--- config.mk ---
export PLATFORM = sky130hd
export DESIGN_NAME = adc_serial_port
export DESIGN_NICKNAME = d
export VERILOG_FILES = /design/src/core/adc_port_pkg.sv /design/src/core/adc_edge_if.sv /design/src/core/adc_pin_sync.sv /design/src/core/adc_serial_port.sv
export SDC_FILE = /design/constraint.sdc
export NUM_CORES = 1
export LEC_CHECK = 0
export BUFFER_PORTS_ARGS = -buffer_cell sky130_fd_sc_hd__buf_2
export CAP_MARGIN = 0
export CORE_UTILIZATION = 35
export CTS_CLUSTER_DIAMETER = 150
export DETAILED_ROUTE_END_ITERATION = 7
export GPL_ROUTABILITY_DRIVEN = 0
export PLACE_DENSITY_LB_ADDON = 0.15
export SYNTH_ARGS = -nofsm -noshare
export SYNTH_HDL_FRONTEND = slang
export SYNTH_SLANG_ARGS = --single-unit
--- constraint.sdc ---
create_clock -name clk -period 6.2 [get_ports clk]
set_clock_uncertainty 0.05 [all_clocks]
set_input_delay 0.62 -clock clk [delete_from_list [all_inputs] [get_ports clk]]
set_output_delay 0.62 -clock clk [all_outputs]
set_load 0.01 [all_outputs]
--- src/core/adc_port_pkg.sv ---
// Constants shared by the serial control port of the converter
package adc_port_pkg;
    localparam int OSC_HZ              = 25000000;
    localparam int TRISTATE_MIN_OSC    = 6;
    localparam int TRISTATE_MAX_OSC    = 10;
    localparam int RESULT_INVALID_OSC  = 4;
    localparam int RESULT_WIDTH        = 24;
    localparam int CMD_WIDTH           = 8;
    localparam int PORT_PINS           = 8;
    localparam int CONV_PERIOD_DEFAULT = 8192;
    localparam int CNT_WIDTH           = 16;
    localparam logic [7:0] CMD_READ_ONCE       = 8'h01;
    localparam logic [7:0] CMD_READ_CONTINUOUS = 8'h03;
    localparam logic [7:0] CMD_STOP_CONTINUOUS = 8'h0F;
    localparam logic [7:0] CMD_RESET           = 8'hFE;
    typedef enum logic [1:0] {
        shift_command,
        shift_result,
        shift_idle
    } shift_state_type;
endpackage

--- src/core/adc_edge_if.sv ---
// Synchronised serial pin levels and edge events passed to the shifter
`timescale 1ns/100ps
`default_nettype none
interface adc_edge_if;
    logic select;
    logic data_in;
    logic rise;
    logic fall;
    modport source (output select, output data_in, output rise, output fall);
    modport sink   (input select, input data_in, input rise, input fall);
endinterface
`default_nettype wire

--- src/core/adc_pin_sync.sv ---
// Two-stage synchronisers and serial clock edge finder
`timescale 1ns/100ps
`default_nettype none
module adc_pin_sync (
    input  wire logic   clk,
    input  wire logic   rst,
    input  wire logic   chip_select_n,
    input  wire logic   serial_clock,
    input  wire logic   serial_data_in,
    adc_edge_if.source  edges
);
    logic [2:0] first;
    logic [2:0] second;
    logic       clock_last;
    logic [2:0] next_first;
    logic [2:0] next_second;
    logic       next_clock_last;

    always_comb begin
        next_first      = {~chip_select_n, serial_clock, serial_data_in};
        next_second     = first;
        next_clock_last = second[1];
    end

    always_ff @(posedge clk or posedge rst) begin
        if (rst) begin
            first      <= 3'h0;
            second     <= 3'h0;
            clock_last <= 1'b0;
        end else begin
            first      <= next_first;
            second     <= next_second;
            clock_last <= next_clock_last;
        end
    end

    assign edges.select  = second[2];
    assign edges.data_in = second[0];
    assign edges.rise    = second[1] & ~clock_last;
    assign edges.fall    = ~second[1] & clock_last;
endmodule
`default_nettype wire

--- src/core/adc_serial_port.sv ---
// Serial control port sequencing of the converter
`timescale 1ns/100ps
`default_nettype none
module adc_serial_port
    import adc_port_pkg::*;
#(
    parameter int CONV_PERIOD = CONV_PERIOD_DEFAULT
) (
    input  wire logic                                   clk,
    input  wire logic                                   rst,
    input  wire logic                                   power_down_n,
    input  wire logic                                   chip_select_n,
    input  wire logic                                   serial_clock,
    input  wire logic                                   serial_data_in,
    input  wire logic [adc_port_pkg::RESULT_WIDTH-1:0]  sample_value,
    input  wire logic [adc_port_pkg::PORT_PINS-1:0]     port_mode_digital,
    input  wire logic [adc_port_pkg::PORT_PINS-1:0]     port_out_value,
    input  wire logic [adc_port_pkg::PORT_PINS-1:0]     port_pin_in,
    output logic                                        serial_data_out,
    output logic                                        serial_data_out_en,
    output logic                                        conversion_ready_n,
    output logic [adc_port_pkg::PORT_PINS-1:0]          port_pin_out,
    output logic [adc_port_pkg::PORT_PINS-1:0]          port_pin_oe,
    output logic [adc_port_pkg::PORT_PINS-1:0]          port_read_value,
    output logic                                        analog_enable
);
    import adc_port_pkg::*;

    localparam int TRI_CYCLES = (TRISTATE_MIN_OSC + TRISTATE_MAX_OSC) / 2;

    adc_edge_if edges ();

    adc_pin_sync sync_inst (
        .clk            (clk),
        .rst            (rst),
        .chip_select_n  (chip_select_n),
        .serial_clock   (serial_clock),
        .serial_data_in (serial_data_in),
        .edges          (edges)
    );

    logic [PORT_PINS-1:0] pin_meta;
    logic [PORT_PINS-1:0] pin_sync;
    logic                 down_meta;
    logic                 down_sync;

    shift_state_type        state;
    shift_state_type        next_state;
    logic [CNT_WIDTH-1:0]   conv_count;
    logic [CNT_WIDTH-1:0]   next_conv_count;
    logic [RESULT_WIDTH-1:0] holding;
    logic [RESULT_WIDTH-1:0] next_holding;
    logic [2:0]             invalid_count;
    logic [2:0]             next_invalid_count;
    logic [RESULT_WIDTH-1:0] shifter;
    logic [RESULT_WIDTH-1:0] next_shifter;
    logic [4:0]             bit_count;
    logic [4:0]             next_bit_count;
    logic [3:0]             idle_count;
    logic [3:0]             next_idle_count;
    logic                   continuous;
    logic                   next_continuous;
    logic                   next_data_out;
    logic                   next_data_out_en;
    logic                   next_ready_n;

    always_ff @(posedge clk or posedge rst) begin
        if (rst) begin
            pin_meta  <= '0;
            pin_sync  <= '0;
            down_meta <= 1'b0;
            down_sync <= 1'b0;
        end else begin
            pin_meta  <= port_pin_in;
            pin_sync  <= pin_meta;
            down_meta <= power_down_n;
            down_sync <= down_meta;
        end
    end

    always_comb begin
        next_state         = state;
        next_conv_count    = conv_count + 1'b1;
        next_holding       = holding;
        next_invalid_count = (invalid_count != 3'h0) ? invalid_count - 1'b1 : 3'h0;
        next_shifter       = shifter;
        next_bit_count     = bit_count;
        next_idle_count    = (idle_count != 4'h0) ? idle_count - 1'b1 : 4'h0;
        next_continuous    = continuous;
        next_data_out      = serial_data_out;
        next_data_out_en   = serial_data_out_en;
        next_ready_n       = conversion_ready_n;
        if (conv_count == CNT_WIDTH'(CONV_PERIOD - 1)) begin
            next_conv_count = '0;
            // Result updates land only while no readout is in flight
            if (state != shift_result) begin
                next_holding       = sample_value;
                next_invalid_count = 3'(RESULT_INVALID_OSC);
                next_ready_n       = 1'b1;
            end
        end
        if (edges.rise && edges.select) begin
            next_idle_count = 4'(TRI_CYCLES);
        end
        if (idle_count == 4'h1) begin
            next_data_out_en = 1'b0;
        end
        case (state)
            shift_command: begin
                if (edges.rise && edges.select) begin
                    next_shifter   = {shifter[RESULT_WIDTH-2:0], edges.data_in};
                    next_bit_count = bit_count + 1'b1;
                    if (bit_count == 5'(CMD_WIDTH - 1)) begin
                        next_bit_count = '0;
                        case ({shifter[CMD_WIDTH-2:0], edges.data_in})
                            CMD_READ_ONCE: begin
                                next_state   = shift_result;
                                next_shifter = holding;
                            end
                            CMD_READ_CONTINUOUS: begin
                                next_continuous = 1'b1;
                            end
                            CMD_STOP_CONTINUOUS: begin
                                next_continuous = 1'b0;
                            end
                            CMD_RESET: begin
                                next_continuous = 1'b0;
                                next_conv_count = '0;
                            end
                            default: begin
                            end
                        endcase
                    end
                end else if (continuous && !conversion_ready_n && edges.rise && edges.select) begin
                    next_state = shift_result;
                end
            end
            shift_result: begin
                if (edges.rise && edges.select) begin
                    next_data_out    = shifter[RESULT_WIDTH-1];
                    next_data_out_en = 1'b1;
                    next_shifter     = {shifter[RESULT_WIDTH-2:0], 1'b0};
                    next_bit_count   = bit_count + 1'b1;
                    if (bit_count == 5'(RESULT_WIDTH - 1)) begin
                        next_bit_count = '0;
                        next_state     = shift_command;
                        next_ready_n   = 1'b1;
                    end
                end
            end
            default: begin
                next_state = shift_command;
            end
        endcase
        // In continuous mode readout starts from a ready result on first clock
        if (state == shift_command && continuous && !conversion_ready_n && bit_count == 5'h0
            && edges.rise && edges.select) begin
            next_state       = shift_result;
            next_data_out    = holding[RESULT_WIDTH-1];
            next_data_out_en = 1'b1;
            next_shifter     = {holding[RESULT_WIDTH-2:0], 1'b0};
            next_bit_count   = 5'h1;
        end
        // New result wins over a readout that ends in the same cycle
        if (invalid_count == 3'h1) begin
            next_ready_n = 1'b0;
        end
        if (!edges.select) begin
            next_data_out_en = 1'b0;
            next_bit_count   = '0;
            next_state       = shift_command;
        end
        if (!down_sync) begin
            // Power down clears sequencing; holding data is kept
            next_state       = shift_command;
            next_conv_count  = '0;
            next_data_out_en = 1'b0;
            next_ready_n     = 1'b1;
            next_continuous  = 1'b0;
            next_bit_count   = '0;
        end
    end

    always_ff @(posedge clk or posedge rst) begin
        if (rst) begin
            state              <= shift_command;
            conv_count         <= '0;
            holding            <= '0;
            invalid_count      <= 3'h0;
            shifter            <= '0;
            bit_count          <= '0;
            idle_count         <= 4'h0;
            continuous         <= 1'b0;
            serial_data_out    <= 1'b0;
            serial_data_out_en <= 1'b0;
            conversion_ready_n <= 1'b1;
        end else begin
            state              <= next_state;
            conv_count         <= next_conv_count;
            holding            <= next_holding;
            invalid_count      <= next_invalid_count;
            shifter            <= next_shifter;
            bit_count          <= next_bit_count;
            idle_count         <= next_idle_count;
            continuous         <= next_continuous;
            serial_data_out    <= next_data_out;
            serial_data_out_en <= next_data_out_en;
            conversion_ready_n <= next_ready_n;
        end
    end

    always_ff @(posedge clk or posedge rst) begin
        if (rst) begin
            port_pin_out    <= '0;
            port_pin_oe     <= '0;
            port_read_value <= '0;
            analog_enable   <= 1'b0;
        end else begin
            port_pin_out    <= port_out_value & port_mode_digital;
            port_pin_oe     <= down_sync ? port_mode_digital : '0;
            port_read_value <= pin_sync & port_mode_digital;
            analog_enable   <= down_sync;
        end
    end
endmodule
`default_nettype wire

* Word-level counts from Yosys, hierarchy flattened
Cells that the tools add are included.
Storage, ports and cells: input bits 54, output and inout bits 28, bits in latches 0, ROM bits 0, memories 0, bits in writable memories 0, logic and storage cells 136, register bits 132
Operators by class: add/sub/neg operators 4, divide/modulo/power cells 0, $lt $le $gt $ge 0, reduce and logical (&&, ||, !) cells 24, muxes and demuxes 57, equal/unequal tests 24, multipliers 0, bitwise logic cells 5, shift operators 0
Operators with widths (number):
- 24-bit two-way mux | 5
- 16-bit two-way mux | 6
- 24-bit case mux with 2 select lines | 1
- 5-bit two-way mux | 7
- 1-bit two-way mux | 20
- 5-bit != test, second input constant | 4
- 2-bit two-way mux | 9
- 6-bit != test, second input constant | 3
- 16-bit by 1-bit adder with 16-bit output, second input constant | 1
- 8-bit bitwise AND | 2
- 16-bit by 13-bit == test with 1-bit output, second input constant | 1
- 5-bit case mux with 2 select lines | 1
- 1-bit logical AND | 9
- 3-bit two-way mux | 3
- 8-bit by 1-bit == test with 1-bit output, second input constant | 1
- 8-bit by 2-bit == test with 1-bit output, second input constant | 1
- 8-bit by 4-bit == test with 1-bit output, second input constant | 1
- 8-bit == test, second input constant | 1
- 4-bit two-way mux | 2
- 8-bit two-way mux | 1
- 2-bit by 1-bit != test with 1-bit output, second input constant | 4
- 3-bit by 2-bit != test with 1-bit output, second input constant | 2
- 3-bit AND reduction | 2
- 3-bit nonzero test | 2
- 22 further kinds | 25

* Longest topological paths before layout
Gate-level depths: netlist (run 1).
depth in word-level cells 10, mapped depth 7, depth with buffers taken out 6

* Modules after synthesis
From an unflattened synthesis (run 1), not the netlist that was laid out.
Unflattened totals: cell total of the unflattened synthesis 449, area, all modules 5357.6 um2
By module, submodules not included:
- adc_serial_port | sequential area each 3104.2 um2, times used 1, cells each 438, area each 5159.9 um2
- adc_pin_sync | sequential area each 175.2 um2, times used 1, cells each 11, area each 197.7 um2

* Worst setup path after synthesis (run 1)
No wires, ideal clock.
path type reg2reg, from reg conv_count[0], to reg holding[10], arrival time 2.201 ns, required time 6.025 ns, setup slack 3.824 ns, buffers on the path 2, stages on the path, launching flop included 8, cell sequence dfrtp_1 -> ha_1 -> nand2_1 -> or4_1 -> buf_2 -> nor3_4 -> buf_6 -> mux2_2
On the way: cells in the longest elaborated chain, start to end 2
RTL lines:
- from (decl) | RTL line adc_serial_port.sv:49 | logic [CNT_WIDTH-1:0] conv_count;
- from (signal assigned) | RTL line adc_serial_port.sv:199 | conv_count <= next_conv_count;
- 16-bit by 13-bit == test with 1-bit output | RTL line adc_serial_port.sv:93 | if (conv_count == CNT_WIDTH'(CONV_PERIOD - 1)) begin
- 2-bit AND reduction (no line)
- to (signal assigned) | RTL line adc_serial_port.sv:200 | holding <= next_holding;
- to (decl) | RTL line adc_serial_port.sv:51 | logic [RESULT_WIDTH-1:0] holding;
Every way passes these cells. A chain may end at the register's enable or synchronous reset.

* Worst setup path in the final report (run 1)
from reg conv_count[0], to reg conv_count[3]
On the way: cells in the longest elaborated chain, start to end 7
RTL lines:
- 16-bit by 1-bit adder with 16-bit output / 16-bit by 13-bit == test with 1-bit output (equally long branches) | RTL line adc_serial_port.sv:83, adc_serial_port.sv:93
- 16-bit two-way mux (*) | RTL line adc_serial_port.sv:93
- 16-bit two-way mux | RTL line adc_serial_port.sv:115 | case ({shifter[CMD_WIDTH-2:0], edges.data_in})
- 16-bit two-way mux | RTL line adc_serial_port.sv:113 | if (bit_count == 5'(CMD_WIDTH - 1)) begin
- 16-bit two-way mux | RTL line adc_serial_port.sv:110 | if (edges.rise && edges.select) begin
- 16-bit two-way mux (*) | RTL line adc_serial_port.sv:108 | case (state)
- 16-bit two-way mux (*) | RTL line adc_serial_port.sv:173 | if (!down_sync) begin
- net next_conv_count[3] | RTL line adc_serial_port.sv:50 | logic [CNT_WIDTH-1:0] next_conv_count;
The timed path passes the listed nets; every way through them passes the cells marked *.

==> results of run 1 <==
## placed cells by master (no fill, tap or decap), types with 6 or more instances in the layout
cell and count:
buf_2 81, nor3_1 10, o2bb2ai_1 7, inv_1 10
nand3_1 6, and2_1 24, clkbuf_16 17, dfrtp_1 130
mux2_2 24, a21oi_1 12, nand2_1 25, xnor2_1 9
a221o_1 24, nor2_1 24, a22o_1 16, o21ai_0 7
## critical path, stage by stage (launching register included)
cell and delay, ps:
dfrtp_1 410, ha_1 240, nand2_1 150, or4_1 660
o211ai_1 850, nor2_1 130
## layer usage
layer / up-vias / part of all wire
li1: 1662 / -
met1: 1760 / 0.48
met2: 103 / 0.45
met3: 17 / 0.054
met4: 0 / 0.021
met5: - / 0
## power by group through the flow
stage                     combinational [mW]  clock [mW]  sequential, mW
after global placement                 0.123           0           0.945
after detailed placement               0.125           0           0.948
after floorplan                       0.0779           0           0.943
after global routing                   0.143       0.971           0.941
after CTS                              0.126       0.941           0.933
final                                  0.124       0.917           0.934
## cell families (layout without fill, tap and decap cells)
kind of cell / after synthesis / after routing / share of synthesized area
flops: 131 / 131 / 0.627
fa+ha+maj: 5 / 5 / 0.0120
mux: 24 / 24 / 0.0516
xor+xnor: 14 / 14 / 0.0234
compound gates: 78 / 78 / 0.122
buf+inv: 28 / 127 / 0.0246
simple gates: 130 / 130 / 0.140
## registers in the layout, indices dropped and copies added (netlist names), 3 cells and up
signal,count
idle_count,4
port_pin_oe,8
sync_inst.second,3
invalid_count,3
sync_inst.first,3
port_read_value,8
bit_count,5
conv_count,16
shifter,24
port_pin_out,8
pin_meta,8
pin_sync,8
holding,24
## final cells by class
cell class              count  area, um2
clock buffers              20        457
clock inverters            10       86.3
fillers                  1359       8220
inverters                  11       43.8
multi-input cells         251       1830
flip-flops and latches    131       3280
well taps                 184        230
repair buffers             86        443
## how the worst max path moves through the flow
stage | end | slack (ps) | cells past startpoint
after global placement | conv_count[2] | 3590 | 5
after detailed placement | conv_count[9] | 3570 | 5
after CTS | conv_count[3] | 3530 | 5
final | conv_count[3] | 3550 | 5
after floorplan | analog_enable | 2030 | 1
after global routing | conv_count[3] | 3350 | 4
==> flow_metrics.env, run 1 <==
export IMPL_num_vias=3542
export IMPL_reg2reg_slack_ps=3550
export IMPL_slew_headroom=0.334
export IMPL_root_buffer="clkbuf_16"
export IMPL_timing_fmax_ghz=0.378
export IMPL_met2_usage=0.216
export IMPL_clk_pin_slew_ps=60
export IMPL_status="finished, final reports clean"
export IMPL_period_share=0.427
export IMPL_critical_path_required_ps=6400
export IMPL_ys_flop_type="dfrtp_1"
export IMPL_syn_to_final_growth_pct=21.7
export IMPL_grt_max_degree=75
export IMPL_arrival_ps=2840
export IMPL_swShare=0.230
export IMPL_coreArea_um2=14600
export IMPL_syn_area_per_cell_um2=12.8
export IMPL_synth_cell_types=51
export IMPL_wl_per_cell_um=15.2
export IMPL_rsz0062_at_grt="no"
export IMPL_io_buffers=81
export IMPL_p_clk_frac=0.464
export IMPL_cts_buffer_depth=2
export IMPL_critPathLaunch="conv_count[0]"
export IMPL_die_area_um2=15400
export IMPL_drt_first_iter_violations=231
export IMPL_grt_pass1_vias=3628
export IMPL_final_cells=693
export IMPL_dp_slack_ps=3570
export IMPL_clkLatencyLatePin_ps=410
export IMPL_cts_hold_buffers_added=0
export IMPL_cts_repair_resized=0
export IMPL_whs_endpoint="pin_meta[4]"
export IMPL_n_antenna_cell=0
export IMPL_cts_buffers=17
export IMPL_hold_depth=1
export IMPL_synth_edf_count=0
export IMPL_h_tree_depth=4
export IMPL_synth_area_leaders="dfrtp_1 62%, mux2_2 5.2%, a221o_1 4.6%"
export IMPL_p_int_mw=1.52
export IMPL_end_kind="flip-flop"
export IMPL_slew_violations=0
export IMPL_r2r_end="conv_count[3]"
export IMPL_p_comb_frac=0.063
export IMPL_crit_fanout=12
export IMPL_place_area_um2=5830
export IMPL_drt_wl_total_um=10500
export IMPL_start_util=0.359
export IMPL_antenna_found_initial=0
export IMPL_ioPinCount=82
export IMPL_fp_dieW_um=124
export IMPL_p_sw_mw=0.455
export IMPL_yosys_register_bits=131
export IMPL_cts_setup_buffers=0
export IMPL_busiest_layer="met2"
export IMPL_first_pass_iters=4
export IMPL_grt_use_met1=0.195
export IMPL_seqPwrFrac=0.473
export IMPL_criticalPathCategory="flip-flop to flip-flop"
export IMPL_setup_viol=0
export IMPL_worstHoldStart="port_pin_in[4]"
export IMPL_async_flop_share=1.00
export IMPL_max_cap_viol_count=0
export IMPL_drc_errors=0
export IMPL_setup_tns_ps=0
export IMPL_drive_gt1_frac=0.299
export IMPL_synthCells=410
export IMPL_final_area_um2=6370
export IMPL_die_y_um=124
export IMPL_fin_util=0.437
export IMPL_hold_ws_ps=262
export IMPL_viasPerCell=5.11
export IMPL_dpl_cell_count=663
export IMPL_grtUsageMet3=0.0442
export IMPL_cts_tree="done"
export IMPL_rows=44
export IMPL_cts_sinks=131
export IMPL_syn_nets=469
export IMPL_yosysWarnings=0
export IMPL_powerDensity_nw_per_um2=310
export IMPL_grt_use_total=0.147
export IMPL_synthDominantCellAreaShare=0.622
export IMPL_min_period_ps=2650
export IMPL_syn_cell_area_um2=5230
export IMPL_fin_nets=557
export IMPL_finalHoldViolCount=0
export IMPL_reg2regPathDepth=5
export IMPL_ant_nets=0
export IMPL_leakagePower_nw=3.00
export IMPL_gr_total_overflow=0
export IMPL_startpoint_type="flip-flop"
export IMPL_yosys_area_top_type="dfrtp_1"
export IMPL_power_mw=1.97
export IMPL_hpwl_um=6640
export IMPL_ys_seq_area_frac=0.627
export IMPL_synthTopCellsByCount="130 x dfrtp_1, 25 x nand2_1"
export IMPL_post_synth_top_count_cell="dfrtp_1"
export IMPL_worstReg2RegStart="conv_count[0]"
export IMPL_ir_drop_mv=0.163
export IMPL_grt_pass1_wl_um=17900
export IMPL_hold_path_class="input pin to flip-flop"
export IMPL_fin_ws_ps=3550
export IMPL_worst_slew_pin_slew_ps=994
(Power assumes the default switching activity.)
==> run 2: changes to the inputs <==
- clock period: 6.2 -> 2.7 ns (I/O delays scaled with it)
==> run 2 against run 1 <==
Effect of this change: global-route usage is 0.68 points higher; sequential share of layout area is 2.0 points lower; sequential power up 130%; total power up 130%; final cell count rose by 3.5%; non-clock buffer count increased by 25; highest routed layer unchanged; via count increased by 2.7%; critical path depth is 1 higher; utilization grew 1.8 points; combinational power up 150%.
==> flow_metrics.env, run 2 (synthesis results as in run 1) <==
export IMPL_startpoint_type="flip-flop"
export IMPL_drt_wl_total_um=10700
export IMPL_cts_tree="done"
export IMPL_antenna_found_initial=0
export IMPL_cts_buffers=17
export IMPL_drt_first_iter_violations=114
export IMPL_path_cells="ha_1, nand2_1, or4_1, nor3_4, buf_12, mux2_2"
export IMPL_n_antenna_cell=0
export IMPL_criticalPathCategory="flip-flop to flip-flop"
export IMPL_ant_nets=0
export IMPL_cp_slowest_cell="or4_1"
export IMPL_powerDensity_nw_per_um2=696
export IMPL_io_buffers=81
export IMPL_viasPerCell=5.07
export IMPL_cts_sinks=131
export IMPL_worstHoldStart="port_out_value[2]"
export IMPL_final_cells=717
export IMPL_worstReg2RegStart="conv_count[0]"
export IMPL_grt_pass1_vias=3749
export IMPL_cts_setup_buffers=0
export IMPL_hpwl_um=7240
export IMPL_drc_errors=0
export IMPL_slowest_delay_ps=650
export IMPL_rows=44
export IMPL_arrival_ps=2630
export IMPL_ir_drop_mv=0.434
export IMPL_finalHoldViolCount=0
export IMPL_multi_input_area_um2=1830
export IMPL_final_common_cell="dfrtp_1"
export IMPL_period_share=0.883
export IMPL_root_buffer="clkbuf_16"
export IMPL_end_kind="flip-flop"
export IMPL_min_period_ps=2390
export IMPL_hold_path_class="input pin to flip-flop"
export IMPL_critPathLaunch="conv_count[0]"
export IMPL_fin_util=0.455
export IMPL_grt_use_total=0.154
export IMPL_status="finished, final reports clean"
export IMPL_reg_top3="holding x24, shifter x24, conv_count x16"
export IMPL_max_cap_viol_count=0
export IMPL_setup_viol=0
export IMPL_coreArea_um2=14600
export IMPL_fp_dieW_um=124
export IMPL_die_area_um2=15400
export IMPL_ioPinCount=82
export IMPL_grt_pass1_wl_um=18800
export IMPL_rsz0062_at_grt="no"
export IMPL_grt_max_degree=52
export IMPL_drive_gt1_frac=0.304
export IMPL_cts_buffer_depth=2
export IMPL_layout_common_cells="130 x dfrtp_1, 81 x buf_2, 25 x nand2_1"
export IMPL_timing_fmax_ghz=0.419
export IMPL_fin_nets=582
export IMPL_first_pass_iters=5
export IMPL_path_delay_family="simple AND/OR/NAND/NOR gates"
export IMPL_start_util=0.359
export IMPL_hold_ws_ps=19.7
export IMPL_leakagePower_nw=3.13
export IMPL_h_tree_depth=4
export IMPL_worst_slew_pin_slew_ps=645
export IMPL_syn_to_final_growth_pct=26.7
export IMPL_critical_path_required_ps=2940
export IMPL_power_mw=4.62
export IMPL_wl_per_cell_um=14.9
export IMPL_crit_fanout=27
export IMPL_clkLatencyLatePin_ps=410
export IMPL_gr_total_overflow=0
export IMPL_num_vias=3638
export IMPL_slew_violations=0
export IMPL_setup_tns_ps=0
export IMPL_slew_headroom=0.565
export IMPL_die_y_um=124
export IMPL_path_buf_inv=1
export IMPL_seq_area_um2=3280
export IMPL_dpl_cell_count=675
export IMPL_fillers=1357
export IMPL_cts_repair_resized=0
export IMPL_clk_pin_slew_ps=50
-- run 2: cell count changes in the layout (fill, tap and decap cells not counted), sizes merged --
cell         change
dlygate4sd3     +13
buf             +12
clkbuf           +5
clkinv           -4
clkinvlp         -1
inv              -1
-- run 2: where the power goes --
group | total (mW) | switching, mW | internal [mW]
registers | 2.15 | 0.0840 | 2.06
clock network | 2.16 | 0.771 | 1.39
logic | 0.306 | 0.154 | 0.152
-- run 2: metal layers --
layer	GRT usage	part of all wire	vias up
li1	-	-	1722
met1	0.197	0.46	1798
met2	0.245	0.47	102
met3	0.0399	0.044	16
met4	0.0659	0.018	0
met5	0	0	-
-- run 2: final timing paths --
check,cells past startpoint,endpoint,slack (ps)
worst max-delay path,6,holding[20],310
worst min-delay path,2,port_pin_out[2],20
worst max register to register,6,holding[20],310
worst min register to register,0,pin_sync[6],300
max in group asynchronous,4,conv_count[4],1480
min in group asynchronous,3,holding[3],430
-- run 2: area by class of cell --
cell class | count | share of cell area
Timing Repair Buffer | 111 | 0.104
Inverter | 11 | 0.00679
Sequential cell | 131 | 0.495
Multi-Input combinational cell | 251 | 0.275
Clock buffer | 25 | 0.0777
Tap cell | 184 | 0.0347
Clock inverter | 4 | 0.00717
-- run 2: through the flow --
stage / area (um2) / setup WS, ps
2_1_floorplan: 5240 / 324
3_3_place_gp: 5940 / 353
3_5_place_dp: 5940 / 305
4_1_cts: 6630 / 292
5_1_grt: 6630 / 172
6_report: 6630 / 315
-- run 2: repair_timing --
action                                 4_1_cts  5_1_grt
endpoints found under the hold margin       35        0
hold buffers                                13        0
setup endpoints to repair                    0        0
==> run 3: changes to the inputs <==
- CELL_PAD_IN_SITES_DETAIL_PLACEMENT: default -> 1
- CELL_PAD_IN_SITES_GLOBAL_PLACEMENT: default -> 1
==> run 3 against run 2 <==
Effect of this change: via count up 1.9%; non-clock buffer count up 2; global-route usage up 1.7 points; final area up 1.1%; sequential share of layout area down 0.52 points; worst setup slack worse by 28 ps; sequential cell count unchanged; wire length up 13%; clock power up 6%.
==> flow_metrics.env, run 3 (synthesis results as in run 1) <==
export IMPL_status="finished, final reports clean"
export IMPL_p_clk_frac=0.480
export IMPL_drive_gt1_frac=0.303
export IMPL_drc_errors=0
export IMPL_drt_first_iter_violations=168
export IMPL_final_common_cell="dfrtp_1"
export IMPL_setup_tns_ps=0
export IMPL_reg_top3="holding x24, shifter x24, conv_count x16"
export IMPL_cp_slowest_cell="or4_1"
export IMPL_coreArea_um2=14600
export IMPL_worstHoldStart="port_out_value[0]"
export IMPL_setup_viol=0
export IMPL_cts_buffers=17
export IMPL_criticalPathCategory="flip-flop to flip-flop"
export IMPL_cts_tree="done"
export IMPL_arrival_ps=2660
export IMPL_worst_slew_pin_slew_ps=905
export IMPL_rows=44
export IMPL_root_buffer="clkbuf_16"
export IMPL_io_buffers=81
export IMPL_worstReg2RegStart="conv_count[0]"
export IMPL_ant_nets=0
export IMPL_wl_per_cell_um=16.7
export IMPL_max_cap_viol_count=0
export IMPL_layout_common_cells="130 x dfrtp_1, 81 x buf_2, 25 x nand2_1"
export IMPL_first_pass_iters=4
export IMPL_drt_wl_total_um=12100
export IMPL_p_comb_frac=0.068
export IMPL_path_depth=6
export IMPL_rsz0062_at_grt="no"
export IMPL_h_tree_depth=4
export IMPL_dp_slack_ps=267
export IMPL_p_int_mw=3.62
export IMPL_die_y_um=124
export IMPL_path_delay_family="simple AND/OR/NAND/NOR gates"
export IMPL_critical_path_required_ps=2950
export IMPL_slowest_delay_ps=640
export IMPL_powerDensity_nw_per_um2=710
export IMPL_clkLatencyLatePin_ps=420
export IMPL_ioPinCount=82
export IMPL_leakagePower_nw=3.14
export IMPL_p_sw_mw=1.14
export IMPL_min_period_ps=2410
export IMPL_cts_sinks=131
export IMPL_finalHoldViolCount=0
export IMPL_n_antenna_cell=0
export IMPL_die_area_um2=15400
export IMPL_swShare=0.240
export IMPL_clk_pin_slew_ps=60
export IMPL_fin_nets=584
export IMPL_slew_violations=0
export IMPL_path_buf_inv=1
export IMPL_cts_buffer_depth=2
export IMPL_reg2regPathDepth=6
export IMPL_dpl_cell_count=672
export IMPL_num_vias=3708
export IMPL_grt_pass1_vias=4062
export IMPL_crit_fanout=27
export IMPL_hold_path_class="input pin to flip-flop"
export IMPL_viasPerCell=5.14
export IMPL_fp_dieW_um=124
export IMPL_grt_max_degree=56
export IMPL_slew_headroom=0.389
export IMPL_hpwl_um=8000
export IMPL_grt_pass1_wl_um=20800
export IMPL_hold_depth=2
export IMPL_path_cells="ha_1, nand2_1, or4_1, nor3_4, buf_12, mux2_2"
export IMPL_seqPwrFrac=0.452
export IMPL_cts_repair_resized=0
export IMPL_syn_to_final_growth_pct=28.0
export IMPL_critPathLaunch="conv_count[0]"
export IMPL_fin_ws_ps=287
export IMPL_end_kind="flip-flop"
export IMPL_gr_total_overflow=0
export IMPL_grt_use_total=0.171
export IMPL_final_cells=722
export IMPL_startpoint_type="flip-flop"
export IMPL_period_share=0.894
export IMPL_cts_setup_buffers=0
export IMPL_start_util=0.359
export IMPL_antenna_found_initial=0
export IMPL_timing_fmax_ghz=0.414
export IMPL_ir_drop_mv=0.409
run 3: final cells by class:
type                            instances  area, um2
Clock inverter                         13        150
Tap cell                              184        230
Clock buffer                           19        443
Timing Repair Buffer                  113        728
Sequential cell                       131       3280
Fill cell                            1549       7890
Inverter                               11       45.0
Multi-Input combinational cell        251       1830
run 3: repair_timing:
action / CTS / global route
endpoints found under the setup margin: 0 / 0
hold buffers: 18 / 0
endpoints found under the hold margin: 47 / 0
run 3: metal layers:
| layer | up-vias | global-route usage | share of wire |
|---|---|---|---|
| met5 | - | 0 | 0 |
| met4 | 0 | 0.0723 | 0.013 |
| met3 | 12 | 0.0434 | 0.038 |
| met1 | 1891 | 0.219 | 0.45 |
| met2 | 92 | 0.274 | 0.50 |
| li1 | 1713 | - | - |
run 3: path summary, 6_finish.rpt:
| kind | slack (ps) | end |
|---|---|---|
| setup / recovery | 290 | holding[18] |
| hold / removal | 20 | port_pin_out[0] |
| setup reg to reg | 290 | holding[18] |
| hold reg to reg | 300 | sync_inst.second[0] |
| max in group asynchronous | 1400 | conversion_ready_n |
| min in group asynchronous | 470 | port_pin_oe[4] |
run 3: stage by stage:
stage	util	area (um2)	total power [mW]	hold WS (ps)
floorplan	-	5240	2.35	251
global placement	0.406	5930	2.47	281
detailed placement	0.406	5930	2.49	286
CTS	0.459	6700	4.84	1.95
global route	0.459	6700	4.95	16.1
finish	0.459	6700	4.76	21.5
run 3: power groups by stage:
stage	combinational, mW	clock [mW]	sequential (mW)
2_1_floorplan	0.179	0	2.17
3_3_place_gp	0.289	0	2.18
3_5_place_dp	0.305	0	2.18
4_1_cts	0.330	2.36	2.15
5_1_grt	0.364	2.43	2.16
6_report	0.322	2.29	2.15
